[config.mk]
export PLATFORM = sky130hd
export DESIGN_NAME = spi_flash_cmds
export DESIGN_NICKNAME = d
export VERILOG_FILES = /design/src/spi_flash_pkg.sv /design/src/spi_flash_cmds.sv
export VERILOG_INCLUDE_DIRS = /design/src
export SDC_FILE = /design/constraint.sdc
export NUM_CORES = 1
export LEC_CHECK = 0
export BUFFER_PORTS_ARGS = -buffer_cell sky130_fd_sc_hd__buf_2
export CAP_MARGIN = 20
export CORE_AREA = 2 2 253 255
export DETAILED_ROUTE_END_ITERATION = 8
export DIE_AREA = 0 0 255 257
export HOLD_SLACK_MARGIN = 0.02
export PLACE_DENSITY_LB_ADDON = 0.2
export SLEW_MARGIN = 20
export SYNTH_ARGS = -nofsm -noshare
export SYNTH_HDL_FRONTEND = slang
export SYNTH_SLANG_ARGS = --single-unit
export TNS_END_PERCENT = 1
[constraint.sdc]
create_clock -name clk_i -period 4.5 [get_ports clk_i]
set_clock_uncertainty 0.1 [all_clocks]
set_input_delay 0.9 -clock clk_i [delete_from_list [all_inputs] [get_ports clk_i]]
set_output_delay 0.9 -clock clk_i [all_outputs]
set_load 0.05 [all_outputs]
[src/spi_flash_params.svh]
// Purpose: constants of the serial flash command block
// Assumes: 10 MHz system clock
// Notes:   codes, status field layout and timing counts
`ifndef SPI_FLASH_PARAMS_SVH
`define SPI_FLASH_PARAMS_SVH

// ----------------------------------------------------------------
// command codes
// ----------------------------------------------------------------
`define OP_WRITE_ENABLE    8'h06
`define OP_WRITE_DISABLE   8'h04
`define OP_VOLATILE_ENABLE 8'h50
`define OP_READ_STATUS1    8'h05
`define OP_READ_STATUS2    8'h35
`define OP_READ_STATUS3    8'h15
`define OP_WRITE_STATUS1   8'h01
`define OP_WRITE_STATUS2   8'h31
`define OP_WRITE_STATUS3   8'h11
`define OP_ENTER_ADDR4     8'hB7
`define OP_EXIT_ADDR4      8'hE9
`define OP_READ            8'h03
`define OP_READ_ADDR4      8'h13
`define OP_FAST_READ       8'h0B

// ----------------------------------------------------------------
// status field layout
// ----------------------------------------------------------------
`define SR1_BUSY_POS       0
`define SR1_WEL_POS        1
`define SR3_ADDR_MODE_POS  0
`define SR3_ADP_POS        1
`define SR1_WRITE_MASK     8'h7C
`define SR2_WRITE_MASK     8'h7B
`define SR3_WRITE_MASK     8'h66
`define SR2_OTP_MASK       8'h39
`define STATUS_RESET       24'h000000
`define NO_DATA_BYTE       8'hFF

// ----------------------------------------------------------------
// frame lengths and timing
// ----------------------------------------------------------------
`define CMD_BITS           6'd8
`define ADDR3_BITS         6'd24
`define ADDR4_BITS         6'd32
`define DUMMY_BITS         6'd8
`define ADDR3_MASK         32'h00FFFFFF
`define CLK_PERIOD_NS      100
`define STATUS_WRITE_NS    15000000
`define FIFO_DEPTH         32

`endif

[src/spi_flash_pkg.sv]
// Purpose: shared types of the serial flash command block
// Assumes: constants live in spi_flash_params.svh
// Notes:   types only
package spi_flash_pkg;

  typedef enum logic [2:0] {
    ST_IDLE,
    ST_CMD,
    ST_SIMPLE,
    ST_ADDR,
    ST_DUMMY,
    ST_WRS,
    ST_STAT_OUT,
    ST_READ_OUT
  } link_state_t;

  typedef struct packed {
    logic cs_n;
    logic sclk;
    logic mosi;
  } link_pins_t;

  typedef struct packed {
    logic [7:0] sr3;
    logic [7:0] sr2;
    logic [7:0] sr1;
  } status_bank_t;

endpackage : spi_flash_pkg

[src/spi_flash_cmds.sv]
// Purpose: command handling of a serial flash: latch, status, address mode, reads
// Assumes: link pins are asynchronous and sampled by clk_i; array answers in order
// Notes:   array bytes pass a FIFO on their way to the serial output
`timescale 1ns/10ps
`include "spi_flash_params.svh"
`default_nettype none

// ----------------------------------------------------------------
// byte FIFO between array and serial output
// ----------------------------------------------------------------
module spi_flash_fifo #(
  parameter int WIDTH = 8,
  parameter int DEPTH = `FIFO_DEPTH
) (
  // clock and reset
  input  wire logic             clk_i,
  input  wire logic             nrst_i,
  input  wire logic             flush_i,
  // fill side
  input  wire logic             in_valid_i,
  input  wire logic [WIDTH-1:0] in_data_i,
  output var  logic             in_ready_o,
  // drain side
  output var  logic             out_valid_o,
  output logic      [WIDTH-1:0] out_data_o,
  input  wire logic             out_ready_i
);
  localparam int PW = $clog2(DEPTH);
  localparam int CW = $clog2(DEPTH + 1);

  logic [WIDTH-1:0] mem [DEPTH];
  logic [PW-1:0]    wptr;
  logic [PW-1:0]    rptr;
  logic [CW-1:0]    count;
  logic [PW-1:0]    next_wptr;
  logic [PW-1:0]    next_rptr;
  logic [CW-1:0]    next_count;
  logic             push;
  logic             pop;

  assign push       = in_valid_i & in_ready_o & ~flush_i;
  assign pop        = out_valid_o & out_ready_i & ~flush_i;
  assign out_data_o = mem[rptr];

  always_comb begin
    next_wptr  = wptr;
    next_rptr  = rptr;
    next_count = count;
    if (flush_i) begin
      next_wptr  = '0;
      next_rptr  = '0;
      next_count = '0;
    end else begin
      if (push) begin
        next_wptr = (wptr == PW'(DEPTH - 1)) ? '0 : wptr + 1'b1;
      end
      if (pop) begin
        next_rptr = (rptr == PW'(DEPTH - 1)) ? '0 : rptr + 1'b1;
      end
      next_count = count + CW'(push) - CW'(pop);
    end
  end

  always_ff @(posedge clk_i or negedge nrst_i) begin
    if (!nrst_i) begin
      wptr        <= '0;
      rptr        <= '0;
      count       <= '0;
      in_ready_o  <= 1'b1;
      out_valid_o <= 1'b0;
    end else begin
      wptr        <= next_wptr;
      rptr        <= next_rptr;
      count       <= next_count;
      in_ready_o  <= (next_count != CW'(DEPTH));
      out_valid_o <= (next_count != '0);
    end
  end

  genvar e;
  generate
    for (e = 0; e < DEPTH; e++) begin : g_entry
      always_ff @(posedge clk_i) begin
        if (push && (wptr == PW'(e))) begin
          mem[e] <= in_data_i;
        end
      end
    end
  endgenerate
endmodule : spi_flash_fifo

// ----------------------------------------------------------------
// command sequencer
// ----------------------------------------------------------------
module spi_flash_cmds
  import spi_flash_pkg::*;
#(
  parameter int           STATUS_WRITE_NS = `STATUS_WRITE_NS,
  parameter status_bank_t NV_RESET        = `STATUS_RESET,
  parameter int           FIFO_DEPTH      = `FIFO_DEPTH
) (
  // clock and reset
  input  wire logic         clk_i,
  input  wire logic         nrst_i,
  // serial link pins
  input  wire logic         spi_cs_n_i,
  input  wire logic         spi_clk_i,
  input  wire logic         serial_in_pin_i,
  output var  logic         serial_out_o,
  output var  logic         serial_out_oe_o,
  // mode and reset
  input  wire logic         wide_mode_i,
  input  wire logic         soft_reset_i,
  // array fetch requests
  output var  logic         fetch_valid_o,
  output var  logic [31:0]  fetch_addr_o,
  input  wire logic         fetch_ready_i,
  output var  logic         fetch_abort_o,
  // array data
  input  wire logic         array_valid_i,
  input  wire logic [7:0]   array_data_i,
  output var  logic         array_ready_o,
  // status view
  output var  status_bank_t status_o,
  output var  logic         busy_o,
  output var  logic         write_latch_flag_o,
  output var  logic         addr4_mode_o
);
  localparam int WRITE_CYCLES_I = (STATUS_WRITE_NS + `CLK_PERIOD_NS - 1) / `CLK_PERIOD_NS;
  localparam logic [31:0] WRITE_CYCLES = (WRITE_CYCLES_I < 1) ? 32'd1 : 32'(WRITE_CYCLES_I);

  // ----------------------------------------------------------------
  // pin synchronisers and edge detection
  // ----------------------------------------------------------------
  link_pins_t pin_s1;
  link_pins_t pin_s2;
  link_pins_t pin_prev;
  logic       sclk_rise;
  logic       sclk_fall;
  logic       cs_rise;

  always_ff @(posedge clk_i or negedge nrst_i) begin
    if (!nrst_i) begin
      pin_s1   <= '{cs_n: 1'b1, sclk: 1'b0, mosi: 1'b0};
      pin_s2   <= '{cs_n: 1'b1, sclk: 1'b0, mosi: 1'b0};
      pin_prev <= '{cs_n: 1'b1, sclk: 1'b0, mosi: 1'b0};
    end else begin
      pin_s1   <= '{cs_n: spi_cs_n_i, sclk: spi_clk_i, mosi: serial_in_pin_i};
      pin_s2   <= pin_s1;
      pin_prev <= pin_s2;
    end
  end

  assign sclk_rise = ~pin_s2.cs_n & pin_s2.sclk & ~pin_prev.sclk;
  assign sclk_fall = ~pin_s2.cs_n & ~pin_s2.sclk & pin_prev.sclk;
  assign cs_rise   = pin_s2.cs_n & ~pin_prev.cs_n;

  // ----------------------------------------------------------------
  // status state
  // ----------------------------------------------------------------
  status_bank_t live;
  status_bank_t nv;
  logic         busy;
  logic         write_latch_flag;
  logic         vol_arm;
  logic         addr4;
  logic [31:0]  busy_cnt;
  logic [7:0]   status_view [3];

  assign status_view[0] = {live.sr1[7:2], write_latch_flag, busy};
  assign status_view[1] = live.sr2;
  assign status_view[2] = {live.sr3[7:1], addr4};

  // ----------------------------------------------------------------
  // link state
  // ----------------------------------------------------------------
  link_state_t state;
  logic [5:0]  bit_cnt;
  logic [31:0] shift_in;
  logic [7:0]  cmd;
  logic [1:0]  byte_cnt;
  logic [15:0] wr_data;
  logic [7:0]  out_sh;
  logic [2:0]  out_bits;
  logic [1:0]  stat_sel;
  logic        long_addr;
  logic        fast_rd;
  logic        ignore;
  logic        fifo_valid;
  logic [7:0]  fifo_data;

  link_state_t next_state;
  logic [5:0]  next_bit_cnt;
  logic [31:0] next_shift_in;
  logic [7:0]  next_cmd;
  logic [1:0]  next_byte_cnt;
  logic [15:0] next_wr_data;
  logic [7:0]  next_out_sh;
  logic [2:0]  next_out_bits;
  logic [1:0]  next_stat_sel;
  logic        next_long_addr;
  logic        next_fast_rd;
  logic        next_ignore;
  logic        next_so;
  logic        next_so_oe;
  logic        next_fetch_valid;
  logic [31:0] next_fetch_addr;
  logic        next_abort;
  logic        pop;
  logic        ev_decode;
  logic        ev_simple;
  logic        ev_wrs;
  logic [7:0]  code;
  logic [7:0]  obyte;

  always_comb begin
    next_state       = state;
    next_bit_cnt     = bit_cnt;
    next_shift_in    = shift_in;
    next_cmd         = cmd;
    next_byte_cnt    = byte_cnt;
    next_wr_data     = wr_data;
    next_out_sh      = out_sh;
    next_out_bits    = out_bits;
    next_stat_sel    = stat_sel;
    next_long_addr   = long_addr;
    next_fast_rd     = fast_rd;
    next_ignore      = ignore;
    next_so          = serial_out_o;
    next_so_oe       = serial_out_oe_o;
    next_fetch_valid = fetch_valid_o;
    next_fetch_addr  = fetch_addr_o;
    next_abort       = 1'b0;
    pop              = 1'b0;
    ev_decode        = 1'b0;
    ev_simple        = 1'b0;
    ev_wrs           = 1'b0;
    code             = {shift_in[6:0], pin_s2.mosi};
    obyte            = 8'h00;
    if (pin_s2.cs_n) begin
      if (cs_rise) begin
        ev_simple  = (state == ST_SIMPLE) && !ignore;
        ev_wrs     = (state == ST_WRS) && !ignore && (byte_cnt != 2'd0);
        next_abort = 1'b1;
      end
      next_state       = ST_IDLE;
      next_bit_cnt     = '0;
      next_byte_cnt    = '0;
      next_out_bits    = '0;
      next_ignore      = 1'b0;
      next_so_oe       = 1'b0;
      next_fetch_valid = 1'b0;
    end else begin
      if (state == ST_IDLE) begin
        next_state = ST_CMD;
      end
      if (sclk_rise && !ignore) begin
        next_shift_in = {shift_in[30:0], pin_s2.mosi};
        next_bit_cnt  = bit_cnt + 6'd1;
        unique case (state)
          ST_IDLE, ST_CMD: begin
            if (bit_cnt == `CMD_BITS - 6'd1) begin
              next_cmd     = code;
              next_bit_cnt = '0;
              ev_decode    = 1'b1;
              next_ignore  = busy;
              next_state   = ST_SIMPLE;
              unique case (code)
                `OP_READ_STATUS1, `OP_READ_STATUS2, `OP_READ_STATUS3: begin
                  next_ignore   = 1'b0;
                  next_state    = ST_STAT_OUT;
                  next_stat_sel = (code == `OP_READ_STATUS1) ? 2'd0 :
                                  (code == `OP_READ_STATUS2) ? 2'd1 : 2'd2;
                end
                `OP_WRITE_ENABLE, `OP_WRITE_DISABLE, `OP_VOLATILE_ENABLE,
                `OP_ENTER_ADDR4, `OP_EXIT_ADDR4: begin
                  next_state = ST_SIMPLE;
                end
                `OP_WRITE_STATUS1, `OP_WRITE_STATUS2, `OP_WRITE_STATUS3: begin
                  next_state = ST_WRS;
                end
                `OP_READ, `OP_READ_ADDR4, `OP_FAST_READ: begin
                  next_ignore    = busy | wide_mode_i;
                  next_state     = ST_ADDR;
                  next_long_addr = addr4 | (code == `OP_READ_ADDR4);
                  next_fast_rd   = (code == `OP_FAST_READ);
                end
                default: begin
                  next_ignore = 1'b1;
                end
              endcase
            end
          end
          ST_SIMPLE: begin
            next_ignore = 1'b1;
          end
          ST_ADDR: begin
            if (bit_cnt == (long_addr ? `ADDR4_BITS : `ADDR3_BITS) - 6'd1) begin
              next_fetch_addr  = long_addr ? next_shift_in : (next_shift_in & `ADDR3_MASK);
              next_fetch_valid = 1'b1;
              next_bit_cnt     = '0;
              next_out_bits    = '0;
              next_state       = fast_rd ? ST_DUMMY : ST_READ_OUT;
            end
          end
          ST_DUMMY: begin
            if (bit_cnt == `DUMMY_BITS - 6'd1) begin
              next_state = ST_READ_OUT;
            end
          end
          ST_WRS: begin
            if (bit_cnt[2:0] == 3'd7) begin
              if (byte_cnt == 2'd0) begin
                next_wr_data[7:0] = next_shift_in[7:0];
                next_byte_cnt     = 2'd1;
              end else if (byte_cnt == 2'd1 && cmd == `OP_WRITE_STATUS1) begin
                next_wr_data[15:8] = next_shift_in[7:0];
                next_byte_cnt      = 2'd2;
              end
            end
          end
          ST_STAT_OUT, ST_READ_OUT: begin
          end
        endcase
      end
      if (sclk_fall && !ignore && (state == ST_STAT_OUT || state == ST_READ_OUT)) begin
        if (out_bits == 3'd0) begin
          if (state == ST_STAT_OUT) begin
            obyte = status_view[stat_sel];
          end else begin
            obyte = fifo_valid ? fifo_data : `NO_DATA_BYTE;
            pop   = fifo_valid;
          end
        end else begin
          obyte = out_sh;
        end
        next_so       = obyte[7];
        next_out_sh   = {obyte[6:0], 1'b0};
        next_out_bits = out_bits + 3'd1;
        next_so_oe    = 1'b1;
      end
      if (fetch_valid_o && fetch_ready_i) begin
        next_fetch_addr = fetch_addr_o + 32'd1;
      end
    end
  end

  always_ff @(posedge clk_i or negedge nrst_i) begin
    if (!nrst_i) begin
      state           <= ST_IDLE;
      bit_cnt         <= '0;
      shift_in        <= '0;
      cmd             <= 8'h00;
      byte_cnt        <= '0;
      wr_data         <= 16'h0000;
      out_sh          <= 8'h00;
      out_bits        <= '0;
      stat_sel        <= '0;
      long_addr       <= 1'b0;
      fast_rd         <= 1'b0;
      ignore          <= 1'b0;
      serial_out_o    <= 1'b0;
      serial_out_oe_o <= 1'b0;
      fetch_valid_o   <= 1'b0;
      fetch_addr_o    <= 32'h00000000;
      fetch_abort_o   <= 1'b0;
    end else begin
      state           <= next_state;
      bit_cnt         <= next_bit_cnt;
      shift_in        <= next_shift_in;
      cmd             <= next_cmd;
      byte_cnt        <= next_byte_cnt;
      wr_data         <= next_wr_data;
      out_sh          <= next_out_sh;
      out_bits        <= next_out_bits;
      stat_sel        <= next_stat_sel;
      long_addr       <= next_long_addr;
      fast_rd         <= next_fast_rd;
      ignore          <= next_ignore;
      serial_out_o    <= next_so;
      serial_out_oe_o <= next_so_oe;
      fetch_valid_o   <= next_fetch_valid;
      fetch_addr_o    <= next_fetch_addr;
      fetch_abort_o   <= next_abort;
    end
  end

  // ----------------------------------------------------------------
  // status registers, latch and timed write
  // ----------------------------------------------------------------
  status_bank_t next_live;
  status_bank_t next_nv;
  status_bank_t wr_bank;
  logic         next_busy;
  logic         next_wel;
  logic         next_vol_arm;
  logic         next_addr4;
  logic [31:0]  next_busy_cnt;

  function automatic logic [7:0] merge(input logic [7:0] old, input logic [7:0] data,
                                       input logic [7:0] mask, input logic [7:0] otp);
    merge = (old & ~mask) | (data & mask) | (old & otp);
  endfunction

  always_comb begin
    next_live     = live;
    next_nv       = nv;
    next_busy     = busy;
    next_wel      = write_latch_flag;
    next_vol_arm  = vol_arm;
    next_addr4    = addr4;
    next_busy_cnt = busy_cnt;
    wr_bank       = write_latch_flag ? nv : live;
    unique case (cmd)
      `OP_WRITE_STATUS2: begin
        wr_bank.sr2 = merge(wr_bank.sr2, wr_data[7:0], `SR2_WRITE_MASK, `SR2_OTP_MASK);
      end
      `OP_WRITE_STATUS3: begin
        wr_bank.sr3 = merge(wr_bank.sr3, wr_data[7:0], `SR3_WRITE_MASK, 8'h00);
      end
      default: begin
        wr_bank.sr1 = merge(wr_bank.sr1, wr_data[7:0], `SR1_WRITE_MASK, 8'h00);
        if (byte_cnt == 2'd2) begin
          wr_bank.sr2 = merge(wr_bank.sr2, wr_data[15:8], `SR2_WRITE_MASK, `SR2_OTP_MASK);
        end
      end
    endcase
    if (busy) begin
      next_busy_cnt = busy_cnt - 32'd1;
      if (busy_cnt == 32'd1) begin
        next_busy = 1'b0;
        next_wel  = 1'b0;
      end
    end
    if (soft_reset_i) begin
      next_live    = nv;
      next_wel     = 1'b0;
      next_vol_arm = 1'b0;
      next_addr4   = nv.sr3[`SR3_ADP_POS];
    end else begin
      if (ev_decode && !(next_cmd == `OP_WRITE_STATUS1 || next_cmd == `OP_WRITE_STATUS2 ||
                         next_cmd == `OP_WRITE_STATUS3)) begin
        next_vol_arm = 1'b0;
      end
      if (ev_simple) begin
        unique case (cmd)
          `OP_WRITE_ENABLE:    next_wel     = 1'b1;
          `OP_WRITE_DISABLE:   next_wel     = 1'b0;
          `OP_VOLATILE_ENABLE: next_vol_arm = 1'b1;
          `OP_ENTER_ADDR4:     next_addr4   = 1'b1;
          `OP_EXIT_ADDR4:      next_addr4   = 1'b0;
          default: begin
          end
        endcase
      end
      if (ev_wrs) begin
        next_vol_arm = 1'b0;
        if (write_latch_flag) begin
          next_nv       = wr_bank;
          next_busy     = 1'b1;
          next_busy_cnt = WRITE_CYCLES;
          // only the registers this write names follow the new copy; live locks stay set
          unique case (cmd)
            `OP_WRITE_STATUS2: begin
              next_live.sr2 = wr_bank.sr2 | (live.sr2 & `SR2_OTP_MASK);
            end
            `OP_WRITE_STATUS3: begin
              next_live.sr3 = wr_bank.sr3;
            end
            default: begin
              next_live.sr1 = wr_bank.sr1;
              if (byte_cnt == 2'd2) begin
                next_live.sr2 = wr_bank.sr2 | (live.sr2 & `SR2_OTP_MASK);
              end
            end
          endcase
        end else if (vol_arm) begin
          next_live = wr_bank;
        end
      end
    end
  end

  always_ff @(posedge clk_i or negedge nrst_i) begin
    if (!nrst_i) begin
      live     <= NV_RESET;
      nv       <= NV_RESET;
      busy     <= 1'b0;
      write_latch_flag      <= 1'b0;
      vol_arm  <= 1'b0;
      addr4    <= NV_RESET.sr3[`SR3_ADP_POS];
      busy_cnt <= 32'h00000000;
    end else begin
      live     <= next_live;
      nv       <= next_nv;
      busy     <= next_busy;
      write_latch_flag      <= next_wel;
      vol_arm  <= next_vol_arm;
      addr4    <= next_addr4;
      busy_cnt <= next_busy_cnt;
    end
  end

  // ----------------------------------------------------------------
  // status view outputs
  // ----------------------------------------------------------------
  always_ff @(posedge clk_i or negedge nrst_i) begin
    if (!nrst_i) begin
      status_o           <= '{sr3: {NV_RESET.sr3[7:1], NV_RESET.sr3[`SR3_ADP_POS]},
                              sr2: NV_RESET.sr2,
                              sr1: {NV_RESET.sr1[7:2], 2'b00}};
      busy_o             <= 1'b0;
      write_latch_flag_o <= 1'b0;
      addr4_mode_o       <= NV_RESET.sr3[`SR3_ADP_POS];
    end else begin
      status_o           <= '{sr3: status_view[2], sr2: status_view[1], sr1: status_view[0]};
      busy_o             <= busy;
      write_latch_flag_o <= write_latch_flag;
      addr4_mode_o       <= addr4;
    end
  end

  // ----------------------------------------------------------------
  // array data buffer
  // ----------------------------------------------------------------
  spi_flash_fifo #(
    .WIDTH (8),
    .DEPTH (FIFO_DEPTH)
  ) u_fifo (
    .clk_i       (clk_i),
    .nrst_i      (nrst_i),
    .flush_i     (fetch_abort_o),
    .in_valid_i  (array_valid_i),
    .in_data_i   (array_data_i),
    .in_ready_o  (array_ready_o),
    .out_valid_o (fifo_valid),
    .out_data_o  (fifo_data),
    .out_ready_i (pop)
  );
endmodule : spi_flash_cmds

`default_nettype wire

Yosys cells after proc, flatten, opt, wreduce, memory -nomap -nowiden
Memory sizes are Yosys's and may differ from the RTL's.
Index checks and enable logic that the tools add are counted.

cells by class
  add/subtract/negate cells = 9
  magnitude comparators = 1
  equality and inequality tests = 76
  mux-type cells = 267
  bitwise operators = 26
  reduce and logical (&&, ||, !) cells = 125

operator list
  cell                                                   number
  two-way mux 8 bit                                      46
  two-way mux 32 bit                                     9
  OR reduction 8 bit                                     32
  two-way mux 5 bit                                      37
  two-way mux 1 bit                                      134
  two-way mux 24 bit                                     5
  equality test 5 bit (second input constant)            17
  logical AND 1 bit                                      41
  equality test 5 x 4 -> 1 bit (second input constant)   8
  equality test 8 x 3 -> 1 bit (second input constant)   5
  equality test 8 x 5 -> 1 bit (second input constant)   5
  two-way mux 6 bit                                      6
  two-way mux 3 bit                                      11
  adder 32 x 1 -> 32 bit (second input constant)         1
  equality test 32 x 1 -> 1 bit (second input constant)  1
  equality test 8 x 6 -> 1 bit (second input constant)   4
  equality test 8 bit (second input constant)            4
  bitwise OR 8 x 7 -> 8 bit                              4
  case mux 8 bit (2 select lines)                        2
  subtractor 32 x 1 -> 32 bit (second input constant)    1
  nonzero test 2 bit                                     14
  equality test 8 x 1 -> 1 bit (second input constant)   3
  bitwise OR 8 x 6 -> 8 bit                              3
  nonzero test 3 bit                                     7
  47 further kinds                                       104

storage, ports and cells
  register bits = 252
  RAM bits = 256
  input bits = 17
  output and inout bits = 64
  memories = 1

memory list
  name        depth  bits a word  rd ports  clocked after memory_dff  wr ports  RTL line              RTL
  u_fifo.mem  32     8            1         0                         1         spi_flash_cmds.sv:31  logic [WIDTH-1:0] mem [DEPTH];

Logic depth before layout (Yosys ltp)
  depth in word-level cells = 37
  depth in mapped cells = 17
  depth with buffers taken out = 15

Modules after synthesis
From an unflattened synthesis, not the netlist that was laid out.

unflattened totals
  cells, all modules = 1616
  area, all modules = 21561.9 um2

by module, submodules not included
  module          times used  cells each  area each (um2)
  spi_flash_fifo  1           552         10909.2
  spi_flash_cmds  1           1064        10652.7

Least setup slack after synthesis
No wires, ideal clock.

  kind = register to register
  start point = reg out_bits[0]
  end point = reg u_fifo.out_valid_o
  setup time = 0.136 ns
  arrival time = 3.386 ns
  path slack = 0.878 ns
  stages on the path, launching flop included = 16
  buffers on the path = 2
  clock period less this slack = 3.622 ns
  cell sequence = dfrtp_1 -> inv_1 -> ha_1 -> nand2b_1 -> clkbuf_1 -> nand3b_2 -> or2_1 -> buf_2 -> nor2_1 -> ha_1 -> inv_1 -> ha_1 -> fa_1 -> nor2b_1 -> a2111oi_0 -> or3b_2

on the way
  word-level cells in the longest chain between the ends = 9

RTL lines
  element                         RTL line               RTL
  start, declared                 spi_flash_cmds.sv:184  logic [2:0] out_bits;
  start signal, assigned          spi_flash_cmds.sv:375  out_bits <= next_out_bits;
  logical NOT 3 bit               spi_flash_cmds.sv:327  if (out_bits == 3'd0) begin
  two-way mux 1 bit               spi_flash_cmds.sv:327
  two-way mux 1 bit               spi_flash_cmds.sv:326  if (sclk_fall && !ignore && (state == ST_STAT_OUT || state == ST_READ_OUT)) begin
  two-way mux 1 bit               spi_flash_cmds.sv:240  if (pin_s2.cs_n) begin
  AND 1 bit (2 in a row)          spi_flash_cmds.sv:42   assign pop = out_valid_o & out_ready_i & ~flush_i;
  subtractor 6 x 1 -> 6 bit       spi_flash_cmds.sv:60   next_count = count + CW'(push) - CW'(pop);
  two-way mux 6 bit               spi_flash_cmds.sv:49   if (flush_i) begin
  named net u_fifo.next_count[1]  spi_flash_cmds.sv:37   logic [CW-1:0] next_count;
  nonzero test 6 bit              spi_flash_cmds.sv:76   out_valid_o <= (next_count != '0);
  end signal, assigned            spi_flash_cmds.sv:76
  end, declared                   spi_flash_cmds.sv:24   output var logic out_valid_o,

The timed path passes the listed nets, and every way through them passes these cells.
A chain may end at the register's enable or synchronous reset.

Worst setup path after layout
  start point = reg out_bits[1]
  end point = reg u_fifo.out_valid_o

Same word-level chain as after synthesis.

==> Flow_metrics.wiki <==
{| class="wikitable"
! Metric !! Value
|-
| Pre-Repair DR Iteration Count || 7
|-
| Floorplan die width || 255 um
|-
| Required arrival time at the worst endpoint || 4.87 ns
|-
| Run status || completed
|-
| Final slew viol count || 0
|-
| Remaining design rule violation count || 0
|-
| Starting DRT DRC Count || between 800 and 900
|-
| Overall die area || 0.0655 mm2
|-
| Final hold slack || ~0.17 ns
|-
| Timing-limited maximum frequency || 245 MHz
|-
| Cts hold-fix bufs || 0
|-
| Final Hold Fails || 0
|-
| Commonest cells after routing, fill and taps aside || sky130_fd_sc_hd__edfxtp_1, sky130_fd_sc_hd__dfrtp_1, sky130_fd_sc_hd__nand2_1
|-
| Total number of clock tree sinks || 498
|-
| Critical path endpoint category || register
|-
| Total CTS buffers || 54
|-
| Number of port buffers || 80
|-
| Yosys warning count || 0
|-
| Primary flip-flop cell chosen by synthesis mapping || sky130_fd_sc_hd__edfxtp_1
|-
| Number of global-route vias before repair || 14100
|-
| Leakage component of the power || 0.00941 uW
|-
| Post-synthesis sequential element count || 498
|-
| Transition time of the tightest slew-check pin || approximately 1.0 ns
|-
| Critical path arrival || 4.44 ns
|-
| Diode insertion count for antenna repair || 0
|-
| Tightest slew margin relative to the limit || 0.330
|-
| Routability congestion estimate from global placement || 0.823
|-
| Number of cells in the design after placement || 2513
|-
| CP Launch Type || register
|-
| Final Setup Violations || 0
|-
| Layout area overhead || 14.1%
|-
| Clock tree from TritonCTS || built
|-
| Worst Hold Class || in2async
|-
| Clk Latency, worst-skew pair || 0.62 ns
|-
| Die outline height || roughly 260 um
|-
| Largest fanout on the critical path || 9
|-
| Core area || 0.0627 mm2
|-
| Max IR drop VDD || 0.000294 V
|-
| Path type of the worst setup path || reg2reg
|-
| CTS resizes || 0
|-
| NumNets Final || 1762
|-
| Post-CTS setup-driven buffer insertion count || 0
|-
| Time the final worst path needs with I/O delays and setup || 4.08 ns
|-
| Remaining Overflow, GRT || 0
|-
| Total vias in the final route || 13700
|-
| Period utilization || 0.906
|-
| Fraction of the yosys area taken by sequential cells || 0.631
|-
| Global-route wire length before repair || 83900 um
|-
| Max Cap Violations || 0
|-
| Register-to-Register Setup Slack || 0.42 ns
|-
| GRT Resource Usage Total || 0.165
|-
| Final ANT Viol Nets || 0
|-
| Mean routed wirelength per cell || 20.5 um
|-
| Hpwl dp || ~35000 um
|-
| Post-synth EDFFs || 256
|-
| Final std cells w/o fill || 2612
|-
| Row cnt || 92
|-
| Cell at the root of the clock tree || sky130_fd_sc_hd__clkbuf_16
|-
| Post-synthesis area per instance || ~13 um2
|-
| Setup repair after global routing missed its margin || false
|-
| Number of I/O pins || 81
|-
| Avg Vias per Cell || 5.26
|-
| Synth Instances || 1665
|-
| Wire length reported by the detailed router || 53500 um
|-
| Largest net degree at the start of global routing || 100
|-
| Net count after synthesis || 1704
|-
| Count of different cell masters after synthesis || 85
|-
| Share of layout cells above drive strength 1 || 0.187
|-
| Setup total negative slack || 0 ns
|-
| Clock-pin slew reported for the worst setup and hold paths after clock tree synthesis || 0.06 ns
|-
| Ys async rst share || 0.486
|-
| Initial antenna violation count || 0
|-
| Most common cell after layout, fill and taps aside || sky130_fd_sc_hd__edfxtp_1
|-
| Cell Area, Synth || 0.0218 mm2
|-
| Bufs on Longest Clock Path || 3
|-
| H-tree lvl count || 2
|-
| Pwr/cell area || 421 mW/mm2
|-
| Starting density of the core || 0.347
|}
worst paths after layout:
check / depth (start not counted) / start / endpoint
max: 13 / out_bits[1] / u_fifo.out_valid_o
min: 1 / nrst_i / shift_in[15]
max reg2reg: 13 / out_bits[1] / u_fifo.out_valid_o
min reg2reg: 0 / nv[20] / nv[20]
max in group asynchronous: 2 / nrst_i / nv[9]
min in group clk_i: 0 / nv[20] / nv[20]
routing by layer:
| layer | vias to the layer above | track usage | part of all wire |
|---|---|---|---|
| li1 | 6367 | - | - |
| met1 | 7030 | 0.224 | 0.45 |
| met3 | 80 | 0.0267 | 0.037 |
| met4 | 0 | 0.0452 | 0.025 |
| met2 | 254 | 0.274 | 0.49 |
| met5 | - | 0 | 0 |
synthesized netlist by cell type, types with 12 or more instances:
cell	number	area (um2)
sky130_fd_sc_hd__or3_1	13	81.3
sky130_fd_sc_hd__xor2_1	18	158
sky130_fd_sc_hd__a21oi_1	85	425
sky130_fd_sc_hd__buf_2	24	120
sky130_fd_sc_hd__nor2b_1	15	93.8
sky130_fd_sc_hd__mux2i_1	27	270
sky130_fd_sc_hd__mux4_2	64	1440
sky130_fd_sc_hd__ha_1	21	263
sky130_fd_sc_hd__nor4_1	18	113
sky130_fd_sc_hd__nand4_1	27	169
sky130_fd_sc_hd__o22ai_1	18	113
sky130_fd_sc_hd__nor3_1	22	110
sky130_fd_sc_hd__mux2_2	45	507
sky130_fd_sc_hd__o21ai_0	64	320
sky130_fd_sc_hd__nand2_1	178	668
sky130_fd_sc_hd__a31oi_1	16	100
sky130_fd_sc_hd__dfrtp_1	238	5960
sky130_fd_sc_hd__nor2_1	133	499
sky130_fd_sc_hd__clkbuf_1	58	218
sky130_fd_sc_hd__inv_1	29	109
sky130_fd_sc_hd__and3_1	17	106
sky130_fd_sc_hd__edfxtp_1	256	7690
sky130_fd_sc_hd__nand3_1	41	205
sky130_fd_sc_hd__a2bb2oi_1	13	114
sky130_fd_sc_hd__a211oi_1	12	90.1
report_power, final:
group | total [uW] | internal (uW) | leakage (uW) | switching (uW)
clock | 4570 | 2680 | 0.000886 | 1890
combinational | 784 | 289 | 0.00307 | 494
sequential | 5120 | 4960 | 0.00546 | 164
stage by stage:
step	power [uW]	util	setup slack, ns	cell area, um2
2_1_floorplan	5690	-	0.878	21800
3_3_place_gp	5990	0.367	0.554	23000
3_5_place_dp	6010	0.367	0.413	23000
4_1_cts	10600	0.396	0.402	24900
5_1_grt	10900	0.396	0.173	24900
6_report	10500	0.396	0.424	24900
cells by family (layout without fill, tap and decap cells):
group	after synthesis	in the layout	synth area share
simple gates	557	557	0.130
xor+xnor	27	27	0.0108
flops	498	498	0.631
compound gates	292	292	0.0869
buf+inv	133	234	0.0263
mux	136	136	0.102
fa+ha+maj	22	22	0.0130
worst max-delay path, stage by stage (launching register included):
cell                        delay, ns
sky130_fd_sc_hd__dfrtp_1         0.39
sky130_fd_sc_hd__inv_1           0.06
sky130_fd_sc_hd__ha_1            0.14
sky130_fd_sc_hd__nand2b_1        0.20
sky130_fd_sc_hd__nand3b_2        0.39
sky130_fd_sc_hd__or2_1           0.38
sky130_fd_sc_hd__nor2_1          0.13
sky130_fd_sc_hd__ha_1            0.24
sky130_fd_sc_hd__inv_1           0.05
sky130_fd_sc_hd__ha_1            0.17
sky130_fd_sc_hd__fa_1            0.42
sky130_fd_sc_hd__nor2b_1         0.16
sky130_fd_sc_hd__a2111oi_0       0.58
sky130_fd_sc_hd__or3b_2          0.50
registers in the layout, indices dropped and copies added (netlist names), 13 cells and up:
register and cells:
busy_cnt 32, shift_in 31, nv 21, status_o 24, fetch_addr_o 32, wr_data 13
live 21, u_fifo.mem 256
layout make-up:
| class | instances | area, um2 |
|---|---|---|
| fillers | 5865 | 37900 |
| inverters | 29 | 109 |
| clock buffers | 67 | 1470 |
| flip-flops and latches | 498 | 13800 |
| clock inverters | 32 | 357 |
| well taps | 846 | 1060 |
| multi-input cells | 1034 | 7490 |
| repair buffers | 106 | 618 |
No activity file was read; power rests on OpenSTA's default activity.
